## config.mk

```make
export PLATFORM = sky130hd
export DESIGN_NAME = nio_port_group
export DESIGN_NICKNAME = d
export VERILOG_FILES = /design/src/logic/nio_pkg.sv /design/src/logic/nio_port_if.sv /design/src/logic/nio_bidir_port.sv /design/src/logic/nio_port_group.sv
export VERILOG_INCLUDE_DIRS = /design/src /design/src/logic
export SDC_FILE = /design/constraint.sdc
export NUM_CORES = 1
export LEC_CHECK = 0
export ABC_AREA = 1
export BUFFER_PORTS_ARGS = -buffer_cell sky130_fd_sc_hd__buf_2
export CORE_MARGIN = 8
export CORE_UTILIZATION = 40
export DETAILED_ROUTE_END_ITERATION = 8
export MAX_ROUTING_LAYER = met4
export PLACE_DENSITY = 0.64
export RECOVER_POWER = 25
export SYNTH_ARGS = -nofsm -noshare
export SYNTH_HDL_FRONTEND = slang
export SYNTH_HIERARCHICAL = 1
export SYNTH_SLANG_ARGS = --single-unit
export TNS_END_PERCENT = 1
```

## constraint.sdc

```tcl
create_clock -name clk_i -period 5.2 [get_ports clk_i]
set_clock_uncertainty 0.2 [all_clocks]
set_input_delay 0.26 -clock clk_i [delete_from_list [all_inputs] [get_ports clk_i]]
set_output_delay 0.26 -clock clk_i [all_outputs]
set_load 0.01 [all_outputs]
```

## src/logic/nio_consts.svh

```systemverilog
// Constants of the nibble port group: register offsets, field positions,
// command codes and reset levels.
// Assumes inclusion by bare name from the design files that need it.
`ifndef NIO_CONSTS_SVH
`define NIO_CONSTS_SVH

// ----------------------------------------
// Register byte offsets
// ----------------------------------------
`define NIO_CMD_OFS 4'h0
`define NIO_RES_OFS 4'h4
`define NIO_PIN_OFS 4'h8

// ----------------------------------------
// Command codes
// ----------------------------------------
`define NIO_OP_READ   3'h0
`define NIO_OP_WRITE  3'h1
`define NIO_OP_BR_SET 3'h2
`define NIO_OP_BR_CLR 3'h3
`define NIO_OP_B_SET  3'h4
`define NIO_OP_B_CLR  3'h5
`define NIO_OP_HALT   3'h6

// ----------------------------------------
// Port select codes
// ----------------------------------------
`define NIO_SEL_A 2'h0
`define NIO_SEL_C 2'h1
`define NIO_SEL_D 2'h2
`define NIO_SEL_E 2'h3

// ----------------------------------------
// Result register fields and reset levels
// ----------------------------------------
`define NIO_RES_TAKEN 4
`define NIO_RES_STBY  5
`define NIO_RES_ERR   6
`define NIO_PA_RST    4'hF
`define NIO_GRP_HI    4'hF
`define NIO_GRP_LO    4'h0
`define NIO_PU_NONE   4'h0

`endif

```

## src/logic/nio_pkg.sv

```systemverilog
// Types of the nibble port group.
// Assumes nothing of its surroundings.
package nio_pkg;
	// Run or standby after a halt command.
	typedef enum logic {NIO_RUN, NIO_STANDBY} nio_mode_t;

	// Command word as written to the command register, low twelve bits.
	typedef struct packed {
		logic [3:0] data;
		logic       pad;
		logic [1:0] bsel;
		logic [1:0] psel;
		logic [2:0] op;
	} nio_cmd_t;
endpackage : nio_pkg

```

## src/logic/nio_port_if.sv

```systemverilog
// Carrier between the group logic and one bidirectional port slice.
// Assumes both ends run on the same clock.
`timescale 1ns/1ps
interface nio_port_if;
	logic       wr_all;  // Load the whole latch.
	logic [3:0] wr_data; // Value for a whole load.
	logic       set_bit; // Set one latch bit.
	logic       clr_bit; // Clear one latch bit.
	logic [1:0] bit_sel; // Bit for set or clear.
	logic [3:0] pin_lvl; // Synchronised pin levels.
	logic [3:0] latch;   // Present latch value.

	modport ctrl (output wr_all, wr_data, set_bit, clr_bit, bit_sel,
		input pin_lvl, latch);
	modport port (input wr_all, wr_data, set_bit, clr_bit, bit_sel,
		output pin_lvl, latch);
endinterface : nio_port_if

```

## src/logic/nio_bidir_port.sv

```systemverilog
// One 4-bit bidirectional port: output latch, pin drivers, input synchroniser.
// Assumes command strobes come from logic on the same clock, one at a time.
`timescale 1ns/1ps
`include "nio_consts.svh"
module nio_bidir_port #(
	parameter logic [3:0] RST_LVL = `NIO_PA_RST,  // Latch value after reset.
	parameter logic [3:0] PU_MASK = `NIO_PU_NONE  // Bits built with pull-up.
) (
	input  wire logic       clk_i,    // Core clock.
	input  wire logic       rst_i,    // Synchronous reset, high.
	nio_port_if.port        pif,      // Commands from the group logic.
	input  wire logic [3:0] pin_i,    // Pin levels, asynchronous.
	output logic      [3:0] pin_o,    // Output latch, the pin value.
	output logic      [3:0] pin_oe_o, // Pull-down enable, high drives low.
	output logic      [3:0] pin_pu_o  // Pull-up enable per bit.
);
	logic [3:0] latch_nxt;
	logic [3:0] sync1_r;
	logic [3:0] sync2_r;

	// ----------------------------------------
	// Output latch
	// ----------------------------------------
	// Whole loads win over bit commands; the group never sends both.
	always_comb begin
		latch_nxt = pin_o;
		if (pif.wr_all) begin
			latch_nxt = pif.wr_data;
		end else if (pif.set_bit) begin
			latch_nxt[pif.bit_sel] = 1'b1;
		end else if (pif.clr_bit) begin
			latch_nxt[pif.bit_sel] = 1'b0;
		end
	end

	// A high latch bit releases the pin; only a low bit sinks current.
	always_ff @(posedge clk_i) begin
		if (rst_i) begin
			pin_o    <= RST_LVL;
			pin_oe_o <= ~RST_LVL;
			pin_pu_o <= RST_LVL & PU_MASK;
		end else begin
			pin_o    <= latch_nxt;
			pin_oe_o <= ~latch_nxt;
			pin_pu_o <= latch_nxt & PU_MASK;
		end
	end

	// ----------------------------------------
	// Input synchroniser
	// ----------------------------------------
	// Pins are asynchronous, so two stages precede any reader.
	always_ff @(posedge clk_i) begin
		if (rst_i) begin
			sync1_r <= 4'h0;
			sync2_r <= 4'h0;
		end else begin
			sync1_r <= pin_i;
			sync2_r <= sync1_r;
		end
	end

	assign pif.pin_lvl = sync2_r;
	assign pif.latch   = pin_o;

	// ----------------------------------------
	// Checks
	// ----------------------------------------
	property p_rst_lvl;
		@(posedge clk_i) disable iff (rst_i)
		$fell(rst_i) |-> (pin_o == RST_LVL) && (pin_oe_o == ~RST_LVL);
	endproperty
	a_rst_lvl: assert property (p_rst_lvl)
		else $error("Port latch not at its reset level after reset.");

	property p_drive;
		@(posedge clk_i) disable iff (rst_i)
		(pin_oe_o == ~pin_o) && (pin_pu_o == (pin_o & PU_MASK));
	endproperty
	a_drive: assert property (p_drive)
		else $error("Pin drive does not follow latch and pull-up choice.");
endmodule : nio_bidir_port

```

## src/logic/nio_port_group.sv

```systemverilog
// Top of the nibble port group: three bidirectional ports, one input port,
// the standby control and a Wishbone slave that carries port commands.
// Assumes a classic Wishbone master on clk_i and asynchronous pins.
//
// Behaviour
// - A read command returns the four synchronised pin levels of the port.
// - A write command loads all four output latch bits of the port at once.
// - Branch commands report whether one port bit is set or is clear.
// - Bit set and bit clear commands change one output latch bit.
// - Port A bit 3 also serves as the standby release input.
// - A halt command puts the chip into standby.
// - After reset all port A outputs are high with the pull-down off.
// - Port C has all port A functions except the standby control.
// - Ports C and D each take a high or low reset level for all 4 bits.
// - Port D behaves exactly as port C.
// - Each port bit is open drain or has a pull-up, chosen per bit.
// - Four input-only lines may instead carry comparator results.
// - The input port reads as 4 bits and takes branch commands.
//
// Added by the designer: the Wishbone interface to the registers and the register addresses.
`timescale 1ns/1ps
`include "nio_consts.svh"
module nio_port_group #(
	parameter logic [3:0] PU_A       = `NIO_PU_NONE, // Pull-up bits, port A.
	parameter logic [3:0] PU_C       = `NIO_PU_NONE, // Pull-up bits, port C.
	parameter logic [3:0] PU_D       = `NIO_PU_NONE, // Pull-up bits, port D.
	parameter logic       C_RST_HIGH = 1'b1,         // Port C resets high.
	parameter logic       D_RST_HIGH = 1'b1,         // Port D resets high.
	parameter logic       CMP_MODE   = 1'b0          // Port E reads comparators.
) (
	input  wire logic        clk_i,               // Core clock, 200 MHz.
	input  wire logic        rst_i,               // Synchronous reset, high.
	input  wire logic        wb_cyc_i,            // Bus cycle.
	input  wire logic        wb_stb_i,            // Bus strobe.
	input  wire logic        wb_we_i,             // Bus write.
	input  wire logic [3:0]  wb_adr_i,            // Byte address.
	input  wire logic [3:0]  wb_sel_i,            // Byte lanes.
	input  wire logic [31:0] wb_dat_i,            // Write data.
	output logic      [31:0] wb_dat_o,            // Read data.
	output logic             wb_ack_o,            // Bus acknowledge.
	input  wire logic [3:0]  port_a_i,            // Port A pin levels.
	output logic      [3:0]  port_a_o,            // Port A output value.
	output logic      [3:0]  port_a_oe_o,         // Port A pull-down enable.
	output logic      [3:0]  port_a_pu_o,         // Port A pull-up enable.
	input  wire logic [3:0]  port_c_i,            // Port C pin levels.
	output logic      [3:0]  port_c_o,            // Port C output value.
	output logic      [3:0]  port_c_oe_o,         // Port C pull-down enable.
	output logic      [3:0]  port_c_pu_o,         // Port C pull-up enable.
	input  wire logic [3:0]  port_d_i,            // Port D pin levels.
	output logic      [3:0]  port_d_o,            // Port D output value.
	output logic      [3:0]  port_d_oe_o,         // Port D pull-down enable.
	output logic      [3:0]  port_d_pu_o,         // Port D pull-up enable.
	input  wire logic [3:0]  input_port_e_i,      // Input port pin levels.
	input  wire logic [3:0]  comparator_inputs_i, // Comparator results.
	output logic             standby_o            // Chip standby, high.
);
	// ----------------------------------------
	// Declarations
	// ----------------------------------------
	nio_port_if pif_a ();
	nio_port_if pif_c ();
	nio_port_if pif_d ();

	nio_pkg::nio_cmd_t  cmd;
	nio_pkg::nio_mode_t mode_r;
	logic        hit;
	logic        acc;
	logic        cmd_wr;
	logic        exec;
	logic [2:0]  op;
	logic [1:0]  psel;
	logic [1:0]  bsel;
	logic [3:0]  wdata;
	logic        is_write;
	logic        is_set;
	logic        is_clr;
	logic        is_branch;
	logic        illegal;
	logic        err_clr;
	logic [3:0]  lvl_sel;
	logic        bit_lvl;
	logic        pa3_lvl;
	logic [3:0]  e_src;
	logic [3:0]  e_sync1_r;
	logic [3:0]  e_lvl_r;
	logic [3:0]  res_data_r;
	logic        taken_r;
	logic        err_r;
	logic [11:0] last_cmd_r;

	// ----------------------------------------
	// Bus slave
	// ----------------------------------------
	// One wait cycle: ack follows the request by one edge, then drops.
	assign hit = wb_cyc_i & wb_stb_i;
	assign acc = hit & wb_ack_o;

	always_ff @(posedge clk_i) begin
		if (rst_i) begin
			wb_ack_o <= 1'b0;
		end else begin
			wb_ack_o <= hit & ~wb_ack_o;
		end
	end

	// Read data is captured with ack, so it stands for the whole ack cycle.
	always_ff @(posedge clk_i) begin
		if (rst_i) begin
			wb_dat_o <= 32'h0000_0000;
		end else if (hit && !wb_ack_o) begin
			case (wb_adr_i)
				`NIO_CMD_OFS: begin
					wb_dat_o <= {20'h00000, last_cmd_r};
				end
				`NIO_RES_OFS: begin
					wb_dat_o <= {25'h0000000, err_r, standby_o, taken_r,
						res_data_r};
				end
				`NIO_PIN_OFS: begin
					wb_dat_o <= {4'h0, pif_d.latch, pif_c.latch, pif_a.latch,
						e_lvl_r, pif_d.pin_lvl, pif_c.pin_lvl, pif_a.pin_lvl};
				end
				default: begin
					wb_dat_o <= 32'h0000_0000;
				end
			endcase
		end
	end

	// ----------------------------------------
	// Command decode
	// ----------------------------------------
	// A command takes effect at the edge where the master sees ack. Both
	// low byte lanes must be enabled, so a partial word never half-executes.
	assign cmd    = nio_pkg::nio_cmd_t'(wb_dat_i[11:0]);
	assign op     = cmd.op;
	assign psel   = cmd.psel;
	assign bsel   = cmd.bsel;
	assign wdata  = cmd.data;
	assign cmd_wr = acc & wb_we_i & (wb_adr_i == `NIO_CMD_OFS)
		& (wb_sel_i[1:0] == 2'h3);
	assign exec   = cmd_wr & (mode_r == nio_pkg::NIO_RUN);

	assign is_write  = exec & (op == `NIO_OP_WRITE);
	assign is_set    = exec & (op == `NIO_OP_B_SET);
	assign is_clr    = exec & (op == `NIO_OP_B_CLR);
	assign is_branch = exec & ((op == `NIO_OP_BR_SET) | (op == `NIO_OP_BR_CLR));

	// The input-only port has no latch; output commands to it are errors.
	assign illegal = (is_write | is_set | is_clr) & (psel == `NIO_SEL_E);
	assign err_clr = acc & wb_we_i & (wb_adr_i == `NIO_RES_OFS) & wb_sel_i[0]
		& wb_dat_i[`NIO_RES_ERR];

	// ----------------------------------------
	// Port level selection
	// ----------------------------------------
	always_comb begin
		unique case (psel)
			`NIO_SEL_A: lvl_sel = pif_a.pin_lvl;
			`NIO_SEL_C: lvl_sel = pif_c.pin_lvl;
			`NIO_SEL_D: lvl_sel = pif_d.pin_lvl;
			`NIO_SEL_E: lvl_sel = e_lvl_r;
		endcase
	end

	assign bit_lvl = lvl_sel[bsel];
	assign pa3_lvl = pif_a.pin_lvl[3];

	// ----------------------------------------
	// Input-only port
	// ----------------------------------------
	// The source is fixed at build time, so the mux ahead of the
	// synchroniser never switches and cannot glitch.
	assign e_src = CMP_MODE ? comparator_inputs_i : input_port_e_i;

	always_ff @(posedge clk_i) begin
		if (rst_i) begin
			e_sync1_r <= 4'h0;
			e_lvl_r   <= 4'h0;
		end else begin
			e_sync1_r <= e_src;
			e_lvl_r   <= e_sync1_r;
		end
	end

	// ----------------------------------------
	// Port commands
	// ----------------------------------------
	// Each slice gets strobes only when it is the addressed port.
	assign pif_a.wr_all  = is_write & (psel == `NIO_SEL_A);
	assign pif_a.wr_data = wdata;
	assign pif_a.set_bit = is_set & (psel == `NIO_SEL_A);
	assign pif_a.clr_bit = is_clr & (psel == `NIO_SEL_A);
	assign pif_a.bit_sel = bsel;

	assign pif_c.wr_all  = is_write & (psel == `NIO_SEL_C);
	assign pif_c.wr_data = wdata;
	assign pif_c.set_bit = is_set & (psel == `NIO_SEL_C);
	assign pif_c.clr_bit = is_clr & (psel == `NIO_SEL_C);
	assign pif_c.bit_sel = bsel;

	assign pif_d.wr_all  = is_write & (psel == `NIO_SEL_D);
	assign pif_d.wr_data = wdata;
	assign pif_d.set_bit = is_set & (psel == `NIO_SEL_D);
	assign pif_d.clr_bit = is_clr & (psel == `NIO_SEL_D);
	assign pif_d.bit_sel = bsel;

	// ----------------------------------------
	// Read and branch results
	// ----------------------------------------
	// A read leaves the branch flag alone and a branch leaves the data.
	always_ff @(posedge clk_i) begin
		if (rst_i) begin
			res_data_r <= 4'h0;
		end else if (exec && (op == `NIO_OP_READ)) begin
			res_data_r <= lvl_sel;
		end
	end

	always_ff @(posedge clk_i) begin
		if (rst_i) begin
			taken_r <= 1'b0;
		end else if (is_branch) begin
			taken_r <= (op == `NIO_OP_BR_SET) ? bit_lvl : ~bit_lvl;
		end
	end

	// The last accepted command word is kept so software can read it back.
	always_ff @(posedge clk_i) begin
		if (rst_i) begin
			last_cmd_r <= 12'h000;
		end else if (exec) begin
			last_cmd_r <= wb_dat_i[11:0];
		end
	end

	// A new error in the clearing cycle wins over the clear.
	always_ff @(posedge clk_i) begin
		if (rst_i) begin
			err_r <= 1'b0;
		end else if (illegal) begin
			err_r <= 1'b1;
		end else if (err_clr) begin
			err_r <= 1'b0;
		end
	end

	// ----------------------------------------
	// Standby control
	// ----------------------------------------
	// Commands written in standby are acknowledged but ignored. Release
	// needs a low level on port A bit 3; a bouncing pin there during the
	// halt would end standby at once, which the board must prevent.
	always_ff @(posedge clk_i) begin
		if (rst_i) begin
			mode_r <= nio_pkg::NIO_RUN;
		end else begin
			unique case (mode_r)
				nio_pkg::NIO_RUN: begin
					if (exec && (op == `NIO_OP_HALT)) begin
						mode_r <= nio_pkg::NIO_STANDBY;
					end
				end
				nio_pkg::NIO_STANDBY: begin
					if (!pa3_lvl) begin
						mode_r <= nio_pkg::NIO_RUN;
					end
				end
			endcase
		end
	end

	assign standby_o = (mode_r == nio_pkg::NIO_STANDBY);

	// ----------------------------------------
	// Port slices
	// ----------------------------------------
	nio_bidir_port #(
		.RST_LVL (`NIO_PA_RST),
		.PU_MASK (PU_A)
	) u_port_a (
		.clk_i    (clk_i),
		.rst_i    (rst_i),
		.pif      (pif_a.port),
		.pin_i    (port_a_i),
		.pin_o    (port_a_o),
		.pin_oe_o (port_a_oe_o),
		.pin_pu_o (port_a_pu_o)
	);

	nio_bidir_port #(
		.RST_LVL (C_RST_HIGH ? `NIO_GRP_HI : `NIO_GRP_LO),
		.PU_MASK (PU_C)
	) u_port_c (
		.clk_i    (clk_i),
		.rst_i    (rst_i),
		.pif      (pif_c.port),
		.pin_i    (port_c_i),
		.pin_o    (port_c_o),
		.pin_oe_o (port_c_oe_o),
		.pin_pu_o (port_c_pu_o)
	);

	nio_bidir_port #(
		.RST_LVL (D_RST_HIGH ? `NIO_GRP_HI : `NIO_GRP_LO),
		.PU_MASK (PU_D)
	) u_port_d (
		.clk_i    (clk_i),
		.rst_i    (rst_i),
		.pif      (pif_d.port),
		.pin_i    (port_d_i),
		.pin_o    (port_d_o),
		.pin_oe_o (port_d_oe_o),
		.pin_pu_o (port_d_pu_o)
	);

	// ----------------------------------------
	// Checks
	// ----------------------------------------
	property p_ack;
		@(posedge clk_i) disable iff (rst_i)
		(hit && !wb_ack_o) |=> wb_ack_o ##1 !wb_ack_o;
	endproperty
	a_ack: assert property (p_ack)
		else $error("Bus ack not a single pulse one cycle after request.");

	property p_read;
		@(posedge clk_i) disable iff (rst_i)
		(exec && (op == `NIO_OP_READ)) |=> (res_data_r == $past(lvl_sel));
	endproperty
	a_read: assert property (p_read)
		else $error("Read result differs from port levels.");

	property p_read_e;
		@(posedge clk_i) disable iff (rst_i)
		(exec && (op == `NIO_OP_READ) && (psel == `NIO_SEL_E))
			|=> (res_data_r == $past(e_lvl_r));
	endproperty
	a_read_e: assert property (p_read_e)
		else $error("Input port read differs from its levels.");

	property p_write_c;
		@(posedge clk_i) disable iff (rst_i)
		(is_write && (psel == `NIO_SEL_C)) |=> (port_c_o == $past(wdata));
	endproperty
	a_write_c: assert property (p_write_c)
		else $error("Port C latch not loaded by write.");

	property p_bset_d;
		@(posedge clk_i) disable iff (rst_i)
		(is_set && (psel == `NIO_SEL_D))
			|=> (port_d_o == ($past(port_d_o) | (4'h1 << $past(bsel))));
	endproperty
	a_bset_d: assert property (p_bset_d)
		else $error("Bit set changed more than the addressed bit.");

	property p_bclr_a;
		@(posedge clk_i) disable iff (rst_i)
		(is_clr && (psel == `NIO_SEL_A))
			|=> (port_a_o == ($past(port_a_o) & ~(4'h1 << $past(bsel))));
	endproperty
	a_bclr_a: assert property (p_bclr_a)
		else $error("Bit clear changed more than the addressed bit.");

	property p_branch;
		@(posedge clk_i) disable iff (rst_i)
		(is_branch && (op == `NIO_OP_BR_CLR)) |=> (taken_r == !$past(bit_lvl));
	endproperty
	a_branch: assert property (p_branch)
		else $error("Branch on clear bit gave the wrong result.");

	property p_halt;
		@(posedge clk_i) disable iff (rst_i)
		(exec && (op == `NIO_OP_HALT)) |=> standby_o;
	endproperty
	a_halt: assert property (p_halt)
		else $error("Halt did not enter standby.");

	property p_release;
		@(posedge clk_i) disable iff (rst_i)
		standby_o |=> (standby_o == $past(pa3_lvl));
	endproperty
	a_release: assert property (p_release)
		else $error("Standby not governed by port A bit 3.");

	property p_refuse;
		@(posedge clk_i) disable iff (rst_i)
		(standby_o && cmd_wr) |=> $stable(port_a_o) && $stable(port_c_o)
			&& $stable(port_d_o);
	endproperty
	a_refuse: assert property (p_refuse)
		else $error("Command acted during standby.");

	property p_err;
		@(posedge clk_i) disable iff (rst_i)
		illegal |=> err_r;
	endproperty
	a_err: assert property (p_err)
		else $error("Output command to input port not flagged.");
endmodule : nio_port_group

```

==> metrics list, run 1 <==
* Post-Synth Simple-Gate Area: 0.279
- For flop-to-flop paths, the worst setup slack is 2.67 ns.
- Row generation in the floorplan step produced 40 rows.
- WL final: 12300 microns
- At the end of routability-driven placement, the weighted congestion stood at 0.880.
- The clock net in this run drives a total of 104 sinks.
- In this run the remaining antenna-violating nets after routing total 0.
* Pin count of the biggest net entering global routing: 60
* Share of the synthesized area in the top cell type: 0.433
- Clock latency of the later-clocked register in the worst-skew pair: 0.35 ns
- The slowest stage of the critical path belongs to the cell sky130_fd_sc_hd__nor3_4.
* Worst Max-Slew Pin Slew: 0.771 ns
- Once placement finished, the instance area stood at 0.00518 sq mm.
- Dividing the detail-routed via count by the number of cells gives 4.68.
- Final hold vios: 0
- Largest family of logic cells by synthesized area: simple AND/OR/NAND/NOR gates
* M1 WL: 5620 microns
- Hold is met by 0.0167 ns.
* Number of cells on the critical path: 10
- In this run, the number of DRC markers left after iteration 0 of detailed routing was 357.
- The worst register-to-register path has a depth of 10.
- By area the synthesized netlist is led by sky130_fd_sc_hd__dfxtp_1 43%, sky130_fd_sc_hd__nand2_1 14%, sky130_fd_sc_hd__inv_1 8.3%.
- Initial Utilization: 0.405
- Count of synthesis-stage warnings from yosys: 6
- Layout cells sized above 1: 0.180
- Terminus of the critical flop-to-flop path: u_port_c/pin_oe_o[2]$_SDFF_PP0_
- TritonCTS built the clock tree.
- Setup repair after global routing left no endpoint under its margin.
- Detailed routing placed a total of 979 microns of wire on met3.
- Of all nets on the critical path, the largest fanout is 13.
- Total die area: 0.0158 sq mm
- GRT Util Overall: 0.160
- After detailed routing, the average wire length per cell comes to 13.4 microns.
- A synthesized cell averages 7.09 sq um.
- Yosys mapped the design onto 30 distinct sky130hd cell types.
- Achievable Freq: 395 MHz
- Leakage power figure: 0.00289 uW
- Count of filler cells inserted in the layout: 1197
* CTS H-tree lvls: 3
* Ranking of synthesized cells by instance count: 174 x sky130_fd_sc_hd__nand2_1, 106 x sky130_fd_sc_hd__inv_1, 104 x sky130_fd_sc_hd__dfxtp_1, 69 x sky130_fd_sc_hd__nor2_1, 42 x sky130_fd_sc_hd__a21oi_1
- The worst setup path is of the reg2reg kind.
- Met2 WL: 5440 microns
- At the worst endpoint, the arrival time is 2.60 ns.
- Setup crit end kind: register
- Of all cell types, the one taking the most synthesized area is sky130_fd_sc_hd__dfxtp_1.
- Of the total synthesized cell area, the portion taken by full adders, half adders and majority gates is 0.
- Core utilization of the finished layout: 0.477
- Grouping stages by cell kind, the critical path spends the most delay in simple AND/OR/NAND/NOR gates.
- Time the worst path needs with I/O delays and setup: 2.53 ns
* Port-buffer cells: 92
- After clock tree synthesis, the clock-pin slew on the worst setup and hold paths is 0.07 ns.
- The synthesized netlist occupies a cell area of 0.00481 sq mm.
- Of all flip-flops after synthesis, the portion carrying an async set or reset was 0.
* Number of top-level pins: 135
- Series of cell instances along the critical path: nand4_1 > nor3_4 > nand2_2 > nor2_2 > nand2_1 > nor2_1 > inv_2 > nor2_1 > a21oi_2 > a21oi_1
- Synth Area in Compound Gates: 0.130
* Post-synthesis register bit count: 104
* EDFF count, synth: 0
- Y dimension of the die: 126 microns
- Across the run, the number of max-cap violations was 0.
- Dividing the final minimum period by the clock period gives 0.487.
* Maximum root-to-sink buffer count: 2
- GRT Residual Overflow: 0
- DRC violations left: 0
- In the synthesized netlist the dominant register cell turns out to be sky130_fd_sc_hd__dfxtp_1.
- The first detailed-routing pass ran for 7 iterations.
* Parity-gate share of the synthesized area counting xor and xnor cells: 0
* Vias in the first global route: 4037
* Core area: 0.0119 sq mm
* End point of the most critical hold path: last_cmd_r[7]$_SDFFE_PP0P_
- Power per cell area: 294 mW/mm^2
- In this design, the critical path's most frequently occurring cell is sky130_fd_sc_hd__nor2_1.
* Worst Hold Class: in2reg
- Top-count cell post-synth: sky130_fd_sc_hd__nand2_1
- Worst stage delay on the critical path: 0.49 ns
* Final design instance area without fill: 0.00566 sq mm
- Maximum vdd ir drop: 128 uV
- Worst slew margin: 0.483
- Final Max Tran Viols: 0
* Setup TNS: 0 ns
- The number of antenna violations at the first check in global routing was 3.
* Wire length of the first global-routing pass: 20000 microns
- The worst hold path passes through 3 cells.
- Status: finished, final reports clean
- The worst hold path begins at wb_dat_i[7].
* Setup-failing EPs final: 0
- Top layer used by detailed routing: met4
- Count of vias placed by the detailed router: 4288
- Counting both buffers and inverters, the worst setup path holds a total of 1.
* Cell at the root of the clock tree: sky130_fd_sc_hd__clkbuf_16
- Number of clock buffers inserted by TritonCTS: 9
- Crit start category: register
- Of the post-synthesis cell area, the part taken by muxes is 0.
* Sequential-to-total area share from yosys stat: 0.433
- Post-Synthesis Cells: 678
- HPWL after DPL: 9220 microns
* RR Startpoint: wb_ack_o$_SDFF_PP0_
* Final net count: 826
- The die is 126 microns wide.
* Synthesis-to-layout area growth: 17.7%
- Data required time at the worst endpoint: 5.27 ns
[how the worst max path moves through the flow]
stage / startpoint / to / slack, ns
after global placement: wb_adr_i[1] / register / 2.57
after CTS: wb_ack_o$_SDFF_PP0_ / register / 2.67
after global routing: wb_ack_o$_SDFF_PP0_ / register / 2.35
final: wb_ack_o$_SDFF_PP0_ / u_port_c/pin_oe_o[2]$_SDFF_PP0_ / 2.67
after floorplan: wb_ack_o$_SDFF_PP0_ / u_port_c/pin_oe_o[2]$_SDFF_PP0_ / 3.06
after detailed placement: wb_adr_i[1] / register / 2.55
[per-layer routing]
layer  global-route usage  vias to the layer above
met5                    -                        -
met4               0.0702                        0
met3               0.0443                       18
met2                0.240                      122
met1                0.199                     1925
li1                     -                     2223
[placed cells by master (no fill, tap or decap), types with 16 or more instances in the layout]
master	synthesis	layout
sky130_fd_sc_hd__nor2_1	69	68
sky130_fd_sc_hd__nand2_1	174	174
sky130_fd_sc_hd__inv_1	106	106
sky130_fd_sc_hd__buf_2	7	85
sky130_fd_sc_hd__dfxtp_1	104	104
sky130_fd_sc_hd__conb_1	4	16
sky130_fd_sc_hd__o211ai_1	17	17
sky130_fd_sc_hd__nand3_1	39	39
sky130_fd_sc_hd__o21ai_0	24	24
sky130_fd_sc_hd__dlygate4sd3_1	0	16
sky130_fd_sc_hd__a21oi_1	42	42
[metrics by stage]
step           power, uW  cells  setup slack (ns)
4_1_cts             1680    913              2.67
2_1_floorplan        926    690              3.06
5_1_grt             1730    916              2.35
6_report            1660    916              2.67
3_3_place_gp         963    881              2.57
3_5_place_dp         966    881              2.55
[area by class of cell]
class | instances | area, sq um | share of cell area
Antenna cell | 3 | 7.51 | 0.00133
Clock buffer | 11 | 253 | 0.0447
Clock inverter | 5 | 63.8 | 0.0113
Inverter | 110 | 413 | 0.0730
Multi-Input combinational cell | 426 | 2030 | 0.358
Sequential cell | 104 | 2080 | 0.368
Tap cell | 147 | 184 | 0.0325
Timing Repair Buffer | 110 | 627 | 0.111
[worst register-to-register path: cells and delay by family (launching register included)]
kind / cells / cell delay, ns
flip-flops: 1 / 0.36
buffers and inverters: 1 / 0.19
AND/OR/NAND/NOR: 7 / 1.47
AO/OA/AOI/OAI: 2 / 0.24
[cells by family (layout without fill, tap and decap cells)]
logic type,after synthesis,after routing
other cells,4,19
buf+inv,160,236
simple gates,307,307
compound gates,103,103
flops,104,104
[power breakdown]
group | internal (uW) | switching, uW
combinational | 46.8 | 84.4
sequential | 816 | 9.43
clock | 403 | 301
[what timing repair did]
action                    CTS  global route
hold buffers               16             0
hold endpoints to repair   16             0
setup buffers               0             0
gates resized for setup     0             0
Power figures use the tool's default switching activity.
==> run 2, diff against run 1 <==
--- a/config.mk
+++ b/config.mk
@@ -6,13 +6,13 @@
 export SDC_FILE = /design/constraint.sdc
 export NUM_CORES = 1
 export LEC_CHECK = 0
-export ABC_AREA = 1
+export ABC_AREA = 0
 export BUFFER_PORTS_ARGS = -buffer_cell sky130_fd_sc_hd__buf_2
 export CORE_MARGIN = 8
 export CORE_UTILIZATION = 40
 export DETAILED_ROUTE_END_ITERATION = 8
 export MAX_ROUTING_LAYER = met4
-export PLACE_DENSITY = 0.64
+export PLACE_DENSITY = 0.67
 export RECOVER_POWER = 25
 export SYNTH_ARGS = -nofsm -noshare
 export SYNTH_HDL_FRONTEND = slang
==> constraint.sdc (replaced) <==
create_clock -name clk_i -period 2.2 [get_ports clk_i]
set_clock_uncertainty 0.2 [all_clocks]
set_input_delay 0.11 -clock clk_i [delete_from_list [all_inputs] [get_ports clk_i]]
set_output_delay 0.11 -clock clk_i [all_outputs]
set_load 0.01 [all_outputs]
==> run 2 against run 1 <==
Effect of this change: the flow now finishes with violations (negative setup slack); final area down 2.4%; sequential power up 130%; clock-buffer cell count decreased by 2; via count fell by 13%; utilization increased by 3.9 points; clock power rose by 69%; die area fell by 8.5%; hold slack better by 0.015 ns; combinational power is 120% higher.
==> metrics list, run 2 <==
* Status: finished, violations left
- The final reports fail on negative setup slack.
- The average instance in the mapped netlist occupies 9.44 sq um.
- In the post-route analysis, the smallest setup slack over all paths is -0.264 ns.
- Layout cells sized above 1: 0.273
* Data required time at the worst endpoint: 2.27 ns
- For this run the aggregate overflow at the end of global routing stands at 0.
* Final Max Tran Viols: 0
- By instance count, the leading cell after synthesis is sky130_fd_sc_hd__dfxtp_1.
- Time the worst path needs with I/O delays and setup: 2.46 ns
- Dividing the detail-routed wire length by the instance count gives 16.1 microns.
- Crit start category: register
* Post-synthesis register bit count: 104
- GP Congestion: 0.883
* Final hold vios: 0
- In this run the most critical hold path is launched from wb_dat_i[6].
- Among all stages on the critical path, the largest delay is contributed by sky130_fd_sc_hd__or4_4.
* Commonest cells after routing, fill and taps aside: 102 x sky130_fd_sc_hd__dfxtp_1, 72 x sky130_fd_sc_hd__buf_2, 48 x sky130_fd_sc_hd__nand2_1, 43 x sky130_fd_sc_hd__nor2b_1, 41 x sky130_fd_sc_hd__buf_4
- DRC violations left: 0
- Final net count: 653
- Initial DRC count: 270
* WL final: 11800 microns
* Wire length of the first global-routing pass: 19100 microns
* HPWL after DPL: 8450 microns
- In this run the power spent charging and discharging nets is 840 uW.
- The die covers 0.0144 sq mm.
- Power comes to 3410 uW.
* Detailed-routing iteration count for the pre-antenna-repair pass: 5
- Headroom to the max-slew limit came out at 0.436.
* Setup slack of the worst register-to-register path: -0.26 ns
* Internal power summed over all cells: 2570 uW
- Row count: 38
* CTS H-tree lvls: 3
- Setup repair after global routing could not meet its margin everywhere.
- TritonCTS built the clock tree.
- Achievable Freq: 406 MHz
* Critical Path Fanout Max: 4
- The signal on the critical path passes through nand2b_4 > or4_4 > or3_4 > nor3b_4 > nand2b_1 > a21oi_1 > a2111o_1.
- In this run the post-CTS setup repair buffer count came out at 0.
- Synth area leader: sky130_fd_sc_hd__dfxtp_1
- Entering global routing, the biggest net connects 56 pins.
- In this run the static leakage power is 0.00220 uW.
- Clock tree synthesis selected as its root buffer the cell sky130_fd_sc_hd__clkbuf_8.
- Of the total power, the share spent switching nets is 0.246.
- Worst Max-Slew Pin Slew: 0.846 ns
- Of the synthesized area, sequential elements account for 0.480.
* Core area: 0.0107 sq mm
- Dividing the detail-routed via count by the number of cells gives 5.11.
* Post-DRT Antenna Nets: 0
- Final-layout worst hold slack: 0.0314 ns
- The worst-case IR drop observed on VDD is 404 uV.
- In the finished design, the share of the clock period the worst path needs comes to 1.12.
- Crit path arrival time: 2.53 ns
- Clock latency on the worst-skew pair, taken at its later pin, is 0.38 ns.
- Clock tree synthesis found a total of 104 sinks.
* Synthesis-to-layout area growth: 27.1%
- Count of synthesis-stage warnings from yosys: 6
* Most common flop cell mapped by yosys: sky130_fd_sc_hd__dfxtp_1
- Timing analysis after detailed placement gives a worst setup slack of -0.514 ns.
- Share of the synthesized area in the top cell type: 0.480
- Setup-failing EPs final: 16
- Clk slew on worst S/H paths: 0.10 ns
- Worst Hold Class: in2reg
* Initial Utilization: 0.406
- The worst setup path is captured at a register.
* Proportion of power drawn by combinational gates: 0.086
- The path with the worst hold slack has its endpoint at last_cmd_r[6]$_SDFFE_PP0P_.
- Of the total power, registers draw 0.565.
* Count of filler cells inserted in the layout: 999
- Number of top-level pins: 135
- Worst stage delay on the critical path: 0.49 ns
- The clock passes through at most 2 buffers.
- The number of antenna violations at the first check in global routing came to 0.
- GRT Util Overall: 0.171
* Number of maximum-capacitance constraint violations: 0
- The die is 120 microns tall.
- Input and output buffers added on the ports amount to 92.
* Reg2reg path depth: 7
- Leaving out fill and tap cells, the most frequent cell in the layout is sky130_fd_sc_hd__dfxtp_1.
* Number of distinct library cells after synthesis: 43
- In this run, CTS created clock tree buffers numbering 9.
- In this run the horizontal extent of the chip is 120 microns.
* Mapped cell area: 0.00434 sq mm
- The startpoint identified for the worst register-to-register timing path is standby_o$_SDFF_PP0_.
* EDFF count, synth: 0
* Count of vias placed by the detailed router: 3747
- Post-synthesis async set-or-reset flop share: 0
- Ranking of synthesized cells by instance count: 104 x sky130_fd_sc_hd__dfxtp_1, 48 x sky130_fd_sc_hd__nand2_1, 43 x sky130_fd_sc_hd__nor2b_1, 34 x sky130_fd_sc_hd__a21oi_1, 30 x sky130_fd_sc_hd__nor2_1
- Power per cell area: 619 mW/mm^2
- Antenna diodes: 0
- Proportion of power drawn by the clock network: 0.349
- Vias in the first global route: 3669
- By area the synthesized netlist is led by sky130_fd_sc_hd__dfxtp_1 48%, sky130_fd_sc_hd__nor2b_1 6.2%, sky130_fd_sc_hd__a22oi_1 4.8%.
- Hold path cells: 4
- Post-Synthesis Cells: 460
- Classification of the worst setup path: reg2reg
## run 2: cell types whose count changed after synthesis, moves of 7 or more
cell	previous run	this run
sky130_fd_sc_hd__a22oi_1	0	28
sky130_fd_sc_hd__o21ai_0	24	6
sky130_fd_sc_hd__o211ai_1	17	0
sky130_fd_sc_hd__a21oi_2	7	0
sky130_fd_sc_hd__nor2b_1	0	43
sky130_fd_sc_hd__inv_1	106	7
sky130_fd_sc_hd__a21oi_1	42	34
sky130_fd_sc_hd__nand3_1	39	13
sky130_fd_sc_hd__nor2_1	69	30
sky130_fd_sc_hd__nand3_2	11	0
sky130_fd_sc_hd__a21o_1	0	7
sky130_fd_sc_hd__mux4_2	0	9
sky130_fd_sc_hd__nand2_1	174	48
sky130_fd_sc_hd__clkbuf_1	11	23
## run 2: worst max path at each step
stage | from | slack [ns] | cells after the start | endpoint
floorplan | wb_adr_i[1] | -0.42 | 8 | register
global placement | wb_adr_i[1] | -0.48 | 8 | register
detailed placement | wb_adr_i[1] | -0.51 | 8 | register
CTS | standby_o$_SDFF_PP0_ | -0.28 | 7 | register
global route | standby_o$_SDFF_PP0_ | -0.32 | 7 | register
finish | standby_o$_SDFF_PP0_ | -0.26 | 7 | register
## run 2: critical path: cells and delay by family (launching register included)
kind | cells | cell delay (ns)
AND/OR/NAND/NOR | 5 | 1.42
AO/OA/AOI/OAI | 2 | 0.41
flip-flops | 1 | 0.33
## run 2: timing repair
action / 4_1_cts / 5_1_grt
hold buffers: 26 / 0
hold endpoints to repair: 55 / 0
gates resized for setup: 5 / 7
pin swaps: 2 / 3
setup endpoints to repair: 24 / 25
## run 2: cell type report
class | count | area, sq um | area share
clock inverters | 7 | 71.3 | 0.0129
repair buffers | 160 | 1030 | 0.186
inverters | 7 | 26.3 | 0.00476
clock buffers | 9 | 124 | 0.0224
flip-flops and latches | 104 | 2080 | 0.378
well taps | 140 | 175 | 0.0317
multi-input cells | 306 | 2010 | 0.364
## run 2: cell families after synthesis
logic type / synth area share
xor gates and xnor gates: 0.00202
buffers and inverters: 0.0833
muxes: 0.0467
and+or+nand+nor: 0.221
DFF: 0.480
other: 0.00346
AOI/OAI and AO/OA: 0.164
## run 2: power groups by stage
| stage | Combinational [uW] | Sequential, uW | Clock, uW |
|---|---|---|---|
| floorplan | 148 | 1970 | 0 |
| global placement | 245 | 1970 | 0 |
| detailed placement | 249 | 1970 | 0 |
| CTS | 289 | 1930 | 1220 |
| global route | 323 | 1930 | 1310 |
| finish | 294 | 1930 | 1190 |
## run 2: through the flow
step	TNS, ns	utilization	area (sq um)	std cells
after detailed placement	-10.17	0.470	5030	691
after global placement	-9.46	0.470	5030	691
after floorplan	-3.87	-	4400	472
after CTS	-3.32	0.515	5510	733
final	-2.78	0.516	5520	733
after global routing	-4.78	0.516	5520	733
## run 2: layer usage
layer,global-route usage,share of wire
met5,-,0
met3,0.0364,0.074
met2,0.264,0.47
met4,0.103,0.035
met1,0.203,0.42
